==> config.mk <==
export PLATFORM = sky130hd
export DESIGN_NAME = ebu_top
export DESIGN_NICKNAME = d
export VERILOG_FILES = /design/src/ebu_pkg.sv /design/src/ebu_win_if.sv /design/src/ebu_win_dec.sv /design/src/ebu_top.sv
export SDC_FILE = /design/constraint.sdc
export NUM_CORES = 1
export LEC_CHECK = 0
export BUFFER_PORTS_ARGS = -buffer_cell sky130_fd_sc_hd__clkbuf_2
export CAP_MARGIN = 20
export CORE_MARGIN = 2
export CORE_UTILIZATION = 39
export DETAILED_ROUTE_END_ITERATION = 8
export HOLD_SLACK_MARGIN = 0.03
export MAX_ROUTING_LAYER = met4
export PLACE_DENSITY = 0.72
export SLEW_MARGIN = 10
export SYNTH_ARGS = -nofsm -noshare
export SYNTH_HDL_FRONTEND = slang
export SYNTH_SLANG_ARGS = --single-unit
==> constraint.sdc <==
create_clock -name clk_sys_i -period 4.7 [get_ports clk_sys_i]
set_input_delay 0.235 -clock clk_sys_i [delete_from_list [all_inputs] [get_ports clk_sys_i]]
set_output_delay 0.235 -clock clk_sys_i [all_outputs]
set_load 0.05 [all_outputs]
==> src/ebu_pkg.sv <==
/*
 * Shared constants, configuration layouts and the sequencer state type of the
 * external bus unit.
 * Assumes a 24-bit CPU address space and a 16-bit CPU data path.
 */
package ebu_pkg;

    localparam int ADDR_W   = 24;
    localparam int DATA_W   = 16;
    localparam int BYTE_W   = 8;
    localparam int WIN_NUM  = 4;
    localparam int CS_NUM   = 4;
    localparam int SEG_LSB  = 16;
    localparam int SEG_W    = ADDR_W - SEG_LSB;
    localparam int PAGE_LSB = 12;
    localparam int PAGE_W   = ADDR_W - PAGE_LSB;
    localparam int CNT_W    = 4;
    localparam int AW_W     = 5;

    // Internal peripheral bus range and the strictly ordered external I/O range.
    localparam logic [ADDR_W-1:0] PERI_LO = 24'h20_0000;
    localparam logic [ADDR_W-1:0] IO_LO   = 24'h20_5800;
    localparam logic [ADDR_W-1:0] IO_HI   = 24'h3F_FFFF;

    localparam logic [2:0] WIN_DEFAULT = 3'h0;
    localparam logic [2:0] WIN_NO_CS   = 3'h4;

    typedef struct packed {
        logic [PAGE_W-1:0] base;
        logic [3:0]        size;
    } ebu_asel_s;

    typedef struct packed {
        logic [1:0]       hold;
        logic [CNT_W-1:0] cmd;
        logic [1:0]       setup;
    } ebu_tcfg_s;

    typedef struct packed {
        logic rdy_pol;
        logic rdy_en;
        logic cs_en;
        logic mux;
        logic bus16;
    } ebu_fcfg_s;

    typedef enum logic [2:0] {
        ST_IDLE = 3'h0,
        ST_ADDR = 3'h1,
        ST_CMD  = 3'h3,
        ST_RDY  = 3'h2,
        ST_HOLD = 3'h6,
        ST_PERI = 3'h4
    } ebu_state_e;

    // A window covers 4 KB times two to the power of its size code.
    function automatic logic ebu_win_hit(input logic [ADDR_W-1:0] addr,
                                         input ebu_asel_s         sel);
        logic [PAGE_W-1:0] diff;
        diff = addr[ADDR_W-1:PAGE_LSB] ^ sel.base;
        return (diff >> sel.size) == '0;
    endfunction : ebu_win_hit

endpackage : ebu_pkg

==> src/ebu_win_if.sv <==
/*
 * Carrier between the bus sequencer and the address window decoder.
 * Assumes index 0 of the configuration arrays is the default region.
 */
interface ebu_win_if;
    import ebu_pkg::*;

    logic [ADDR_W-1:0]          addr;
    ebu_asel_s [WIN_NUM-1:0]    asel;
    ebu_tcfg_s [WIN_NUM:0]      tcfg;
    ebu_fcfg_s [WIN_NUM:0]      fcfg;
    logic [2:0]                 win;
    ebu_tcfg_s                  sel_t;
    ebu_fcfg_s                  sel_f;

    modport dec (input addr, asel, tcfg, fcfg, output win, sel_t, sel_f);
    modport ctl (output addr, asel, tcfg, fcfg, input win, sel_t, sel_f);
endinterface : ebu_win_if

==> src/ebu_win_dec.sv <==
/*
 * Address window decoder: picks the window that owns an address and its
 * timing and function settings.
 * Assumes a caller that latches the result; the decoder itself is purely combinational.
 */
module ebu_win_dec
    import ebu_pkg::*;
(
    ebu_win_if.dec wif
);

    // Higher windows are tested last so they override lower ones.
    always_comb begin
        wif.win   = WIN_DEFAULT;
        wif.sel_t = wif.tcfg[0];
        wif.sel_f = wif.fcfg[0];
        for (int i = 0; i < WIN_NUM; i++) begin
            if (ebu_win_hit(wif.addr, wif.asel[i])) begin
                wif.win   = 3'(i + 1);
                wif.sel_t = wif.tcfg[i + 1];
                wif.sel_f = wif.fcfg[i + 1];
            end
        end
    end

endmodule : ebu_win_dec

==> src/ebu_top.sv <==
/*
 * External bus unit: carries CPU accesses to external memories over a
 * programmable parallel bus and to on-chip modules over the peripheral bus.
 * Assumes one outstanding CPU request, configuration held stable while busy,
 * and external pins resolved from the output enables by the surroundings.
 */
// Notes on behaviour
// - Every external access goes through this unit and nothing else drives the pins.
// - Peripheral bus addresses go over the peripheral bus with no strobe, chip select or address latch enable; driven segment lines still show the address.
// - Single-chip mode keeps the external bus quiet; only the reference clock out keeps running.
// - External address width is programmable from zero to 24 bits.
// - Data bus width is 8 or 16 bits per region.
// - Multiplexed and demultiplexed bus operation are both supported.
// - Address and data share one port; demux adds a separate low address port.
// - Segment address lines in use are selectable; unused lines are released.
// - Up to four chip-select outputs, for windows and the default region.
// - Bus timing comes from the configuration of the selected region.
// - A ready input stretches accesses; its asserted level is programmable.
// - Four address windows each give their range own bus characteristics.
// - Overlapping windows: higher window number wins.
// - Addresses outside all windows use the default region settings.
// - The selected window drives its own chip select, except window 4, which has none.
// - The address phase starts at acceptance; later bus phases change on rising edges of the reference clock out.
// - Bus mode is chosen per access from the addressed window.
// - External I/O area writes are never posted; accesses stay in order.
module ebu_top
    import ebu_pkg::*;
#(
    parameter int REF_HALF = 1
) (
    input  logic                     clk_sys_i,
    input  logic                     reset_n_i,
    input  logic                     cpu_req_i,
    input  logic [ADDR_W-1:0]        cpu_addr_i,
    input  logic                     cpu_we_i,
    input  logic [DATA_W-1:0]        cpu_wdata_i,
    output logic                     cpu_rdy_o,
    output logic                     cpu_ack_o,
    output logic                     cpu_err_o,
    output logic [DATA_W-1:0]        cpu_rdata_o,
    output logic                     per_req_o,
    output logic [ADDR_W-1:0]        per_addr_o,
    output logic                     per_we_o,
    output logic [DATA_W-1:0]        per_wdata_o,
    input  logic [DATA_W-1:0]        per_rdata_i,
    input  logic                     per_ack_i,
    input  logic                     single_chip_i,
    input  logic [AW_W-1:0]          addr_width_i,
    input  ebu_asel_s [WIN_NUM-1:0]  window_address_select_i,
    input  ebu_tcfg_s [WIN_NUM-1:0]  window_timing_config_i,
    input  ebu_fcfg_s [WIN_NUM-1:0]  window_function_config_i,
    input  ebu_tcfg_s                default_timing_config_i,
    input  ebu_fcfg_s                default_function_config_i,
    output logic                     bus_reference_clock_out_o,
    output logic                     ale_o,
    output logic                     rd_n_o,
    output logic                     wr_n_o,
    output logic [CS_NUM-1:0]        cs_n_o,
    output logic [DATA_W-1:0]        ad_o,
    input  logic [DATA_W-1:0]        ad_i,
    output logic                     ad_oe_n_o,
    output logic [SEG_LSB-1:0]       lo_addr_o,
    output logic [SEG_LSB-1:0]       lo_addr_oe_n_o,
    output logic [SEG_W-1:0]         seg_addr_o,
    output logic [SEG_W-1:0]         seg_oe_n_o,
    input  logic                     ready_pin_i
);

    localparam int DIV_W = $clog2(REF_HALF + 1);

    ebu_state_e         state_ff;
    logic [CNT_W-1:0]   cnt_ff;
    logic               half_ff;
    logic               posted_ff;
    logic               ack_ff;
    logic               err_ff;
    logic [DATA_W-1:0]  rdata_ff;
    logic [ADDR_W-1:0]  addr_ff;
    logic               we_ff;
    logic [DATA_W-1:0]  wdata_ff;
    logic [2:0]         win_ff;
    ebu_tcfg_s          tcfg_ff;
    ebu_fcfg_s          fcfg_ff;
    logic [DIV_W-1:0]   div_ff;
    logic               ref_ff;
    logic               rdy_s1_ff;
    logic               rdy_s2_ff;
    logic [DATA_W-1:0]  ad_s1_ff;
    logic [DATA_W-1:0]  ad_s2_ff;
    logic               ref_rise;
    logic               is_peri;
    logic               is_io;
    logic               rdy_ok;
    logic               phase_done;
    logic               in_bus;
    logic               strobe;
    logic               data_phase;
    logic [ADDR_W-1:0]  bus_addr;
    logic [ADDR_W-1:0]  addr_mask;

    ebu_win_if wif ();

    // The decoder sees the live request so the region is known at acceptance.
    assign wif.addr = cpu_addr_i;
    assign wif.asel = window_address_select_i;
    assign wif.tcfg = {window_timing_config_i, default_timing_config_i};
    assign wif.fcfg = {window_function_config_i, default_function_config_i};

    ebu_win_dec u_win_dec (
        .wif (wif.dec)
    );

    // Reference clock divider; phases advance only where its rising edge falls.
    always_ff @(posedge clk_sys_i) begin
        if (!reset_n_i) begin
            div_ff <= '0;
            ref_ff <= 1'b0;
        end else if (div_ff == DIV_W'(REF_HALF - 1)) begin
            div_ff <= '0;
            ref_ff <= ~ref_ff;
        end else begin
            div_ff <= div_ff + 1'b1;
        end
    end

    assign ref_rise = (div_ff == DIV_W'(REF_HALF - 1)) && !ref_ff;
    assign bus_reference_clock_out_o = ref_ff;

    // Pin inputs cross into the system clock through two flip-flops.
    always_ff @(posedge clk_sys_i) begin
        if (!reset_n_i) begin
            rdy_s1_ff <= 1'b0;
            rdy_s2_ff <= 1'b0;
            ad_s1_ff  <= '0;
            ad_s2_ff  <= '0;
        end else begin
            rdy_s1_ff <= ready_pin_i;
            rdy_s2_ff <= rdy_s1_ff;
            ad_s1_ff  <= ad_i;
            ad_s2_ff  <= ad_s1_ff;
        end
    end

    // Region classification of the incoming request.
    assign is_peri = (cpu_addr_i >= PERI_LO) && (cpu_addr_i < IO_LO);
    assign is_io   = (cpu_addr_i >= IO_LO) && (cpu_addr_i <= IO_HI);

    // Ready compares against the programmed level of the selected region.
    assign rdy_ok = rdy_s2_ff == fcfg_ff.rdy_pol;
    assign phase_done = ref_rise &&
        ((state_ff == ST_CMD && cnt_ff == '0 && !fcfg_ff.rdy_en) ||
         (state_ff == ST_RDY && rdy_ok));

    // Access sequencer; external bus writes outside the I/O area are acknowledged early.
    always_ff @(posedge clk_sys_i) begin
        if (!reset_n_i) begin
            state_ff  <= ST_IDLE;
            cnt_ff    <= '0;
            half_ff   <= 1'b0;
            posted_ff <= 1'b0;
            ack_ff    <= 1'b0;
            err_ff    <= 1'b0;
            rdata_ff  <= '0;
            addr_ff   <= '0;
            we_ff     <= 1'b0;
            wdata_ff  <= '0;
            win_ff    <= WIN_DEFAULT;
            tcfg_ff   <= '0;
            fcfg_ff   <= '0;
        end else begin
            ack_ff <= 1'b0;
            err_ff <= 1'b0;
            unique case (state_ff)
                ST_IDLE: begin
                    if (cpu_req_i) begin
                        addr_ff   <= cpu_addr_i;
                        we_ff     <= cpu_we_i;
                        wdata_ff  <= cpu_wdata_i;
                        half_ff   <= 1'b0;
                        posted_ff <= 1'b0;
                        win_ff    <= wif.win;
                        tcfg_ff   <= wif.sel_t;
                        fcfg_ff   <= wif.sel_f;
                        if (is_peri) begin
                            state_ff <= ST_PERI;
                        end else if (single_chip_i) begin
                            ack_ff <= 1'b1;
                            err_ff <= 1'b1;
                        end else begin
                            state_ff  <= ST_ADDR;
                            cnt_ff    <= CNT_W'(wif.sel_t.setup);
                            posted_ff <= cpu_we_i && !is_io;
                            ack_ff    <= cpu_we_i && !is_io;
                        end
                    end
                end
                ST_PERI: begin
                    if (per_ack_i) begin
                        state_ff <= ST_IDLE;
                        ack_ff   <= 1'b1;
                        if (!we_ff) begin
                            rdata_ff <= per_rdata_i;
                        end
                    end
                end
                ST_ADDR: begin
                    if (ref_rise && cnt_ff == '0) begin
                        state_ff <= ST_CMD;
                        cnt_ff   <= tcfg_ff.cmd;
                    end else if (ref_rise) begin
                        cnt_ff <= cnt_ff - 1'b1;
                    end
                end
                ST_CMD: begin
                    if (ref_rise && cnt_ff == '0 && fcfg_ff.rdy_en) begin
                        state_ff <= ST_RDY;
                    end else if (ref_rise && cnt_ff != '0) begin
                        cnt_ff <= cnt_ff - 1'b1;
                    end
                end
                ST_RDY: begin
                    // Leaving this state is handled by the phase end below.
                end
                ST_HOLD: begin
                    if (ref_rise && cnt_ff == '0) begin
                        if (!fcfg_ff.bus16 && !half_ff) begin
                            half_ff  <= 1'b1;
                            state_ff <= ST_ADDR;
                            cnt_ff   <= CNT_W'(tcfg_ff.setup);
                        end else begin
                            state_ff <= ST_IDLE;
                            ack_ff   <= !posted_ff;
                        end
                    end else if (ref_rise) begin
                        cnt_ff <= cnt_ff - 1'b1;
                    end
                end
                default: begin
                    state_ff <= ST_IDLE;
                end
            endcase
            // End of the command phase: sample read data and enter hold.
            if (phase_done) begin
                state_ff <= ST_HOLD;
                cnt_ff   <= CNT_W'(tcfg_ff.hold);
                if (!we_ff && fcfg_ff.bus16) begin
                    rdata_ff <= ad_s2_ff;
                end else if (!we_ff && half_ff) begin
                    rdata_ff[DATA_W-1:BYTE_W] <= ad_s2_ff[BYTE_W-1:0];
                end else if (!we_ff) begin
                    rdata_ff[BYTE_W-1:0] <= ad_s2_ff[BYTE_W-1:0];
                end
            end
        end
    end

    assign cpu_rdy_o   = state_ff == ST_IDLE;
    assign cpu_ack_o   = ack_ff;
    assign cpu_err_o   = err_ff;
    assign cpu_rdata_o = rdata_ff;

    // Peripheral bus request stands until the module acknowledges.
    assign per_req_o   = state_ff == ST_PERI;
    assign per_addr_o  = addr_ff;
    assign per_we_o    = we_ff;
    assign per_wdata_o = wdata_ff;

    // Address lines beyond the programmed width are released, or driven low on the shared port in mux mode.
    always_comb begin
        for (int i = 0; i < ADDR_W; i++) begin
            addr_mask[i] = addr_width_i > AW_W'(i);
        end
    end

    // Bus phase decode, all from registered state.
    assign in_bus = (state_ff == ST_ADDR) || (state_ff == ST_CMD) ||
                    (state_ff == ST_RDY) || (state_ff == ST_HOLD);
    assign strobe = (state_ff == ST_CMD) || (state_ff == ST_RDY);
    assign data_phase = we_ff && in_bus &&
                        (state_ff != ST_ADDR || !fcfg_ff.mux);
    assign bus_addr = {addr_ff[ADDR_W-1:1], addr_ff[0] | half_ff};

    assign ale_o  = (state_ff == ST_ADDR) && fcfg_ff.mux;
    assign rd_n_o = !(strobe && !we_ff);
    assign wr_n_o = !(strobe && we_ff);

    // Window 4 has no chip select of its own; default region uses line 0.
    always_comb begin
        for (int c = 0; c < CS_NUM; c++) begin
            cs_n_o[c] = !(in_bus && fcfg_ff.cs_en && win_ff != WIN_NO_CS &&
                          win_ff[1:0] == 2'(c));
        end
    end

    // Shared address/data port: address first in mux mode, then data.
    always_comb begin
        ad_o      = '0;
        ad_oe_n_o = 1'b1;
        if (state_ff == ST_ADDR && fcfg_ff.mux) begin
            ad_o      = bus_addr[SEG_LSB-1:0] & addr_mask[SEG_LSB-1:0];
            ad_oe_n_o = 1'b0;
        end else if (data_phase && fcfg_ff.bus16) begin
            ad_o      = wdata_ff;
            ad_oe_n_o = 1'b0;
        end else if (data_phase) begin
            ad_o[BYTE_W-1:0] = half_ff ? wdata_ff[DATA_W-1:BYTE_W]
                                       : wdata_ff[BYTE_W-1:0];
            ad_oe_n_o = 1'b0;
        end
    end

    // Demultiplexed low address port and segment lines.
    assign lo_addr_o      = bus_addr[SEG_LSB-1:0];
    assign lo_addr_oe_n_o = ~(addr_mask[SEG_LSB-1:0] &
                              {SEG_LSB{in_bus && !fcfg_ff.mux}});
    assign seg_addr_o     = bus_addr[ADDR_W-1:SEG_LSB];
    assign seg_oe_n_o     = ~(addr_mask[ADDR_W-1:SEG_LSB] &
                              {SEG_W{!single_chip_i}});
endmodule : ebu_top

# Yosys cells after proc, flatten, opt, wreduce, memory -nomap -nowiden
# Index checks and enable logic that the tools add are counted.
# word_totals
regBits	120
inputBits	213
output_inout_bits	134
word_cells	243
# op_classes
addsub	2
magnitude_cmp	28
eq_ne	35
shift	4
n_mux	63
n_bitwise	16
n_reduce_logical	68
# ops
op	count
2-to-1 mux 16 bit	6
2-to-1 mux 8 bit	11
>= comparator 24 x 22 -> 1 bit (second input constant)	2
logical NOT 12 bit	4
>> shifter 12 x 4 -> 12 bit	4
bitwise XOR 12 bit	4
> comparator 5 x 4 -> 1 bit (second input constant)	8
> comparator 5 bit (second input constant)	8
2-to-1 mux 4 bit	9
bitwise AND 16 bit	2
AND reduction 7 bit	4
logical AND 1 bit	27
2-to-1 mux 3 bit	9
less-or-equal comparator 24 x 22 -> 1 bit (second input constant)	1
< comparator 24 x 22 -> 1 bit (second input constant)	1
!= test 3 bit (second input constant)	7
> comparator 5 x 3 -> 1 bit (second input constant)	4
2-to-1 mux 5 bit	4
!= test 2 bit (second input constant)	10
one-hot mux 3 bit (6 select lines)	1
2-to-1 mux 1 bit	17
NOT 16 bit	1
one-hot mux 4 bit (4 select lines)	1
logical NOT 1 bit	15
other kinds (33)	56

# Longest topological paths before layout
# logic_depth
depth_word	12
ltp_mapped	10
mapped_depth_nobuf	10

# Modules after synthesis
# Synthesis repeated with hierarchy kept, for this count alone.
# hier_totals
cells_unflattened	902
hier_area_um2	7088.0
# modules_own_cells
mod	n_inst	cells_each	area_per_inst_um2	seq_area_each_um2
ebu_top	1	685	5639.2	2402.3
ebu_win_dec	1	217	1448.9	0.0

# Worst setup path after synthesis
# OpenSTA, ideal clock, no wires.
# synth_path
path_type	reg2out
from	register state_ff[0]
to	output ad_o[0]
t_arrival_ns	2.571
t_required_ns	4.465
setup_slack_ns	1.894
path_stages_with_launch	7
cell_sequence	dfxtp_1 -> buf_2 -> nand2_1 -> nor3b_1 -> clkbuf_1 -> nand2_1 -> o22ai_1
# synth_between
elab_cells_between_ends	16
classes_between	eq/ne (5); mux (3); reduce/logical (8)
# synth_rtl
item	line	text
start, declared	ebu_top.sv:71	ebu_state_e state_ff;
start signal, assigned	ebu_top.sv:157	state_ff <= ST_IDLE;
start signal, assigned	ebu_top.sv:185	state_ff <= ST_PERI;
start signal, assigned	ebu_top.sv:190	state_ff <= ST_ADDR;
== test 3 x 1 -> 1 bit	n/a	
logical AND 1 bit	n/a	
via ale_o	ebu_top.sv:55	output logic ale_o,
2-to-1 mux 16 bit	ebu_top.sv:299	if (state_ff == ST_ADDR && fcfg_ff.mux) begin
end, declared	ebu_top.sv:59	output logic [DATA_W-1:0] ad_o,
# The timed path passes the listed nets, and every way through them passes these cells.

# Worst setup path after layout
# layout_path
from	register state_ff[2]
to	output ad_o[10]
# layout_between
elab_chain_len	9
elab_cells_between_ends	15
classes_between	eq/ne (5); mux (2); reduce/logical (8)
# layout_lines
item	line	text
== test 3 x 1 -> 1 bit or == test 3 x 2 -> 1 bit (tied branches)	ebu_top.sv:276, ebu_top.sv:299	
logical OR 1 bit (2 in a row)	ebu_top.sv:276	assign in_bus = (state_ff == ST_ADDR) || (state_ff == ST_CMD) ||
logical OR 1 bit	ebu_top.sv:277	(state_ff == ST_RDY) || (state_ff == ST_HOLD);
logical AND 1 bit (2 in a row)	ebu_top.sv:279	assign data_phase = we_ff && in_bus &&
logical AND 1 bit	ebu_top.sv:302	end else if (data_phase && fcfg_ff.bus16) begin
2-to-1 mux 8 bit	ebu_top.sv:302	
2-to-1 mux 16 bit (*)	ebu_top.sv:299	
# Mark *: on every way between the ends. The rest lies on a longest branch, timed or not.

==> results.sh <==
export IMPL_dieArea_um2=19000
export IMPL_holdWs_ps=45.9
export IMPL_hold_viol_final=0
export IMPL_die_y_um=138
export IMPL_hold_path_depth=2
export IMPL_synth_area_leaders="dfxtp_1, nand2_1, mux2i_1"
export IMPL_drcViolationCount=0
export IMPL_grt_pass1_wl_mm=38.6
export IMPL_maxCapViolations=0
export IMPL_syn_inst=887
export IMPL_synth_nets=1102
export IMPL_combPwrFrac_pct=37.3
export IMPL_hold_end="ad_s1_ff[3]"
export IMPL_diodes=0
export IMPL_post_place_ws_ps=1870
export IMPL_synth_edf_count=0
export IMPL_fin_crit_sh_pct=69.9
export IMPL_clockBufferDepth=2
export IMPL_vias=7663
export IMPL_cts_htree_levels=4
export IMPL_placed_area_um2=8570
export IMPL_synth_seq_cells=120
export IMPL_initial_utilization_pct=40.1
export IMPL_crit_type="flip-flop to output pin"
export IMPL_total_power_mw=4.03
export IMPL_grt_max_degree=59
export IMPL_final_cells=1434
export IMPL_numCtsBuffers=17
export IMPL_critPathRequiredTime_ps=4470
export IMPL_ant_nets=0
export IMPL_postCtsSetupRepairBufs=0
export IMPL_hp_class="primary input to flip-flop"
export IMPL_fp_dieW_um=138
export IMPL_core_um2=17400
export IMPL_pin_count=347
export IMPL_finClkSkew_ps=10.3
export IMPL_final_area_um2=9410
export IMPL_timing_final_crit_period_ps=3290
export IMPL_post_route_util_pct=54.0
export IMPL_yosysWarningCount=0
export IMPL_grt_overflow=0
export IMPL_seqPwrFrac_pct=30.8
export IMPL_status="completed"
export IMPL_critPathMaxFanout=15
export IMPL_clock_latency_ps=420
export IMPL_fmax_mhz=304
export IMPL_port_buffers=346
export IMPL_antenna_found_initial=0
export IMPL_dr_pass1_iters=5
export IMPL_reg2regPathDepth=5
export IMPL_rows=48
export IMPL_grt_pass1_vias=7307
export IMPL_initialDrtViolationCount=531
export IMPL_rsz0062_at_grt="false"
export IMPL_final_cell_mix="clkbuf_2, nand2_1, dfxtp_1, a21oi_1, mux2i_1"
export IMPL_synth_seq_area_share_pct=34.4
export IMPL_synth_ff_type="dfxtp_1"
export IMPL_synth_cell_types=70
export IMPL_p_clk_share_pct=31.9
export IMPL_arrival_ps=3050
export IMPL_hp_start="ad_i[3]"
export IMPL_syn_to_final_growth_pct=34.7
export IMPL_clkTransAtPathRegs_ps=60
export IMPL_finalWirelength_mm=25.5
export IMPL_internal_power_mw=2.31
export IMPL_avgViaCountPerCell=5.34
export IMPL_root_buffer="clkbuf_16"
export IMPL_p_per_area_nw_per_um2=429
export IMPL_sw_frac_of_total_pct=42.8
export IMPL_cts_sinks=120
export IMPL_fin_nets=1411
export IMPL_r2r_setup_slack_ps=2000
export IMPL_drive_gt1_share_pct=33.7
export IMPL_setup_tns_ps=0
export IMPL_track_usage_pct=27.3
export IMPL_slew_headroom_pct=30.2
export IMPL_cts_tree="built"
export IMPL_worstSetupStartpointType="flip-flop"
export IMPL_fin_ws_ps=1410
export IMPL_setup_violations=0
export IMPL_yosysTopAreaCell="dfxtp_1"
export IMPL_r2r_end="cpu_rdata_o[10]"
export IMPL_final_common_cell="clkbuf_2"
export IMPL_hpwl_mm=19.6
export IMPL_end_kind="output pin"
export IMPL_gp_congestion=0.999
export IMPL_place_inst=1376
export IMPL_p_leak_nw=4.47
export IMPL_synthArstFlopShare_pct=0
export IMPL_worst_pin_slew_ps=1040
export IMPL_netlist_area_um2=6980
export IMPL_ir_worst_vdd_mv=0.301
export IMPL_wl_per_cell_um=17.8
export IMPL_reg2reg_from="state_ff[2]"
export IMPL_switchingPower_mw=1.72
export IMPL_avgSynthCellArea_um2=7.87
export IMPL_slew_viol_final=0
export IMPL_synth_top_area_share_pct=34.4
-- how the worst max path moves through the flow --
stage | end | cells after the start | startpoint
floorplan | ad_o[0] | 6 | state_ff[0]
global placement | ad_o[10] | 8 | state_ff[2]
detailed placement | fcfg_ff[1] | 9 | cpu_addr_i[18]
CTS | ad_o[15] | 8 | state_ff[2]
global route | ad_o[10] | 8 | state_ff[2]
finish | ad_o[10] | 8 | state_ff[2]
-- cell usage after synthesis (16+ instances only) --
library cell	number
nand2_1	173
dfxtp_1	120
a21oi_1	68
mux2i_1	43
o21ai_0	42
clkbuf_1	41
and2_1	38
nor2_1	37
buf_4	29
xnor2_1	25
xor2_1	24
nand3_1	17
nor3_1	17
inv_1	16
-- critical path: stages (launching register included) --
cell and delay, ps:
dfxtp_1 590, inv_1 170, nand2_1 160, nor3b_2 60, buf_4 220, nand3b_1 370
nor2_1 550, a32o_1 190, clkbuf_2 290
-- power by group through the flow --
stage	logic, mW	registers [mW]	clock network (mW)
floorplan	0.955	1.40	0
global placement	1.47	1.26	0
detailed placement	1.48	1.26	0
CTS	1.50	1.24	1.31
global route	1.62	1.26	1.35
finish	1.50	1.24	1.29
-- area by class of cell --
cell class	instances	area (µm²)
Tap cell	225	282
Multi-Input combinational cell	661	4030
Timing Repair Buffer	380	2050
Clock inverter	15	155
Sequential cell	120	2400
Inverter	16	60.1
Fill cell	1696	8010
Clock buffer	17	425
-- registers in the layout, summed over array words and instances (netlist names), 3 cells and up --
name and cells:
per_addr_o 24, state_ff 3, win_ff 3, tcfg_ff 8
cnt_ff 4, ad_s2_ff 16, fcfg_ff 5, per_wdata_o 16
cpu_rdata_o 16, ad_s1_ff 16
-- metal layers --
metal,up-vias,wire [µm],track usage [%]
met4,0,691,10.3
met3,55,1630,5.22
li1,3723,-,-
met1,3559,10500,32.5
met2,326,12700,45.7
met5,-,0,-
-- what timing repair did --
action,CTS,global route
gates resized for setup,0,0
endpoints found under the setup margin,0,0
hold buffers,25,1
endpoints found under the hold margin,25,1
-- kinds of logic (layout without fill, tap and decap cells) --
group                      count (synthesis)  count (layout)  share of synthesized area, %
AOI/OAI and AO/OA                        229             229                          22.0
muxes                                     44              44                          6.32
DFF                                      120             120                          34.4
and+or+nand+nor                          335             335                          22.5
other                                      1               1                        0.0537
xor gates and xnor gates                  50              50                          6.38
adders and majority gates                  2               2                         0.358
buffers and inverters                    106             428                          7.99
Power figures use the tool's default switching activity.
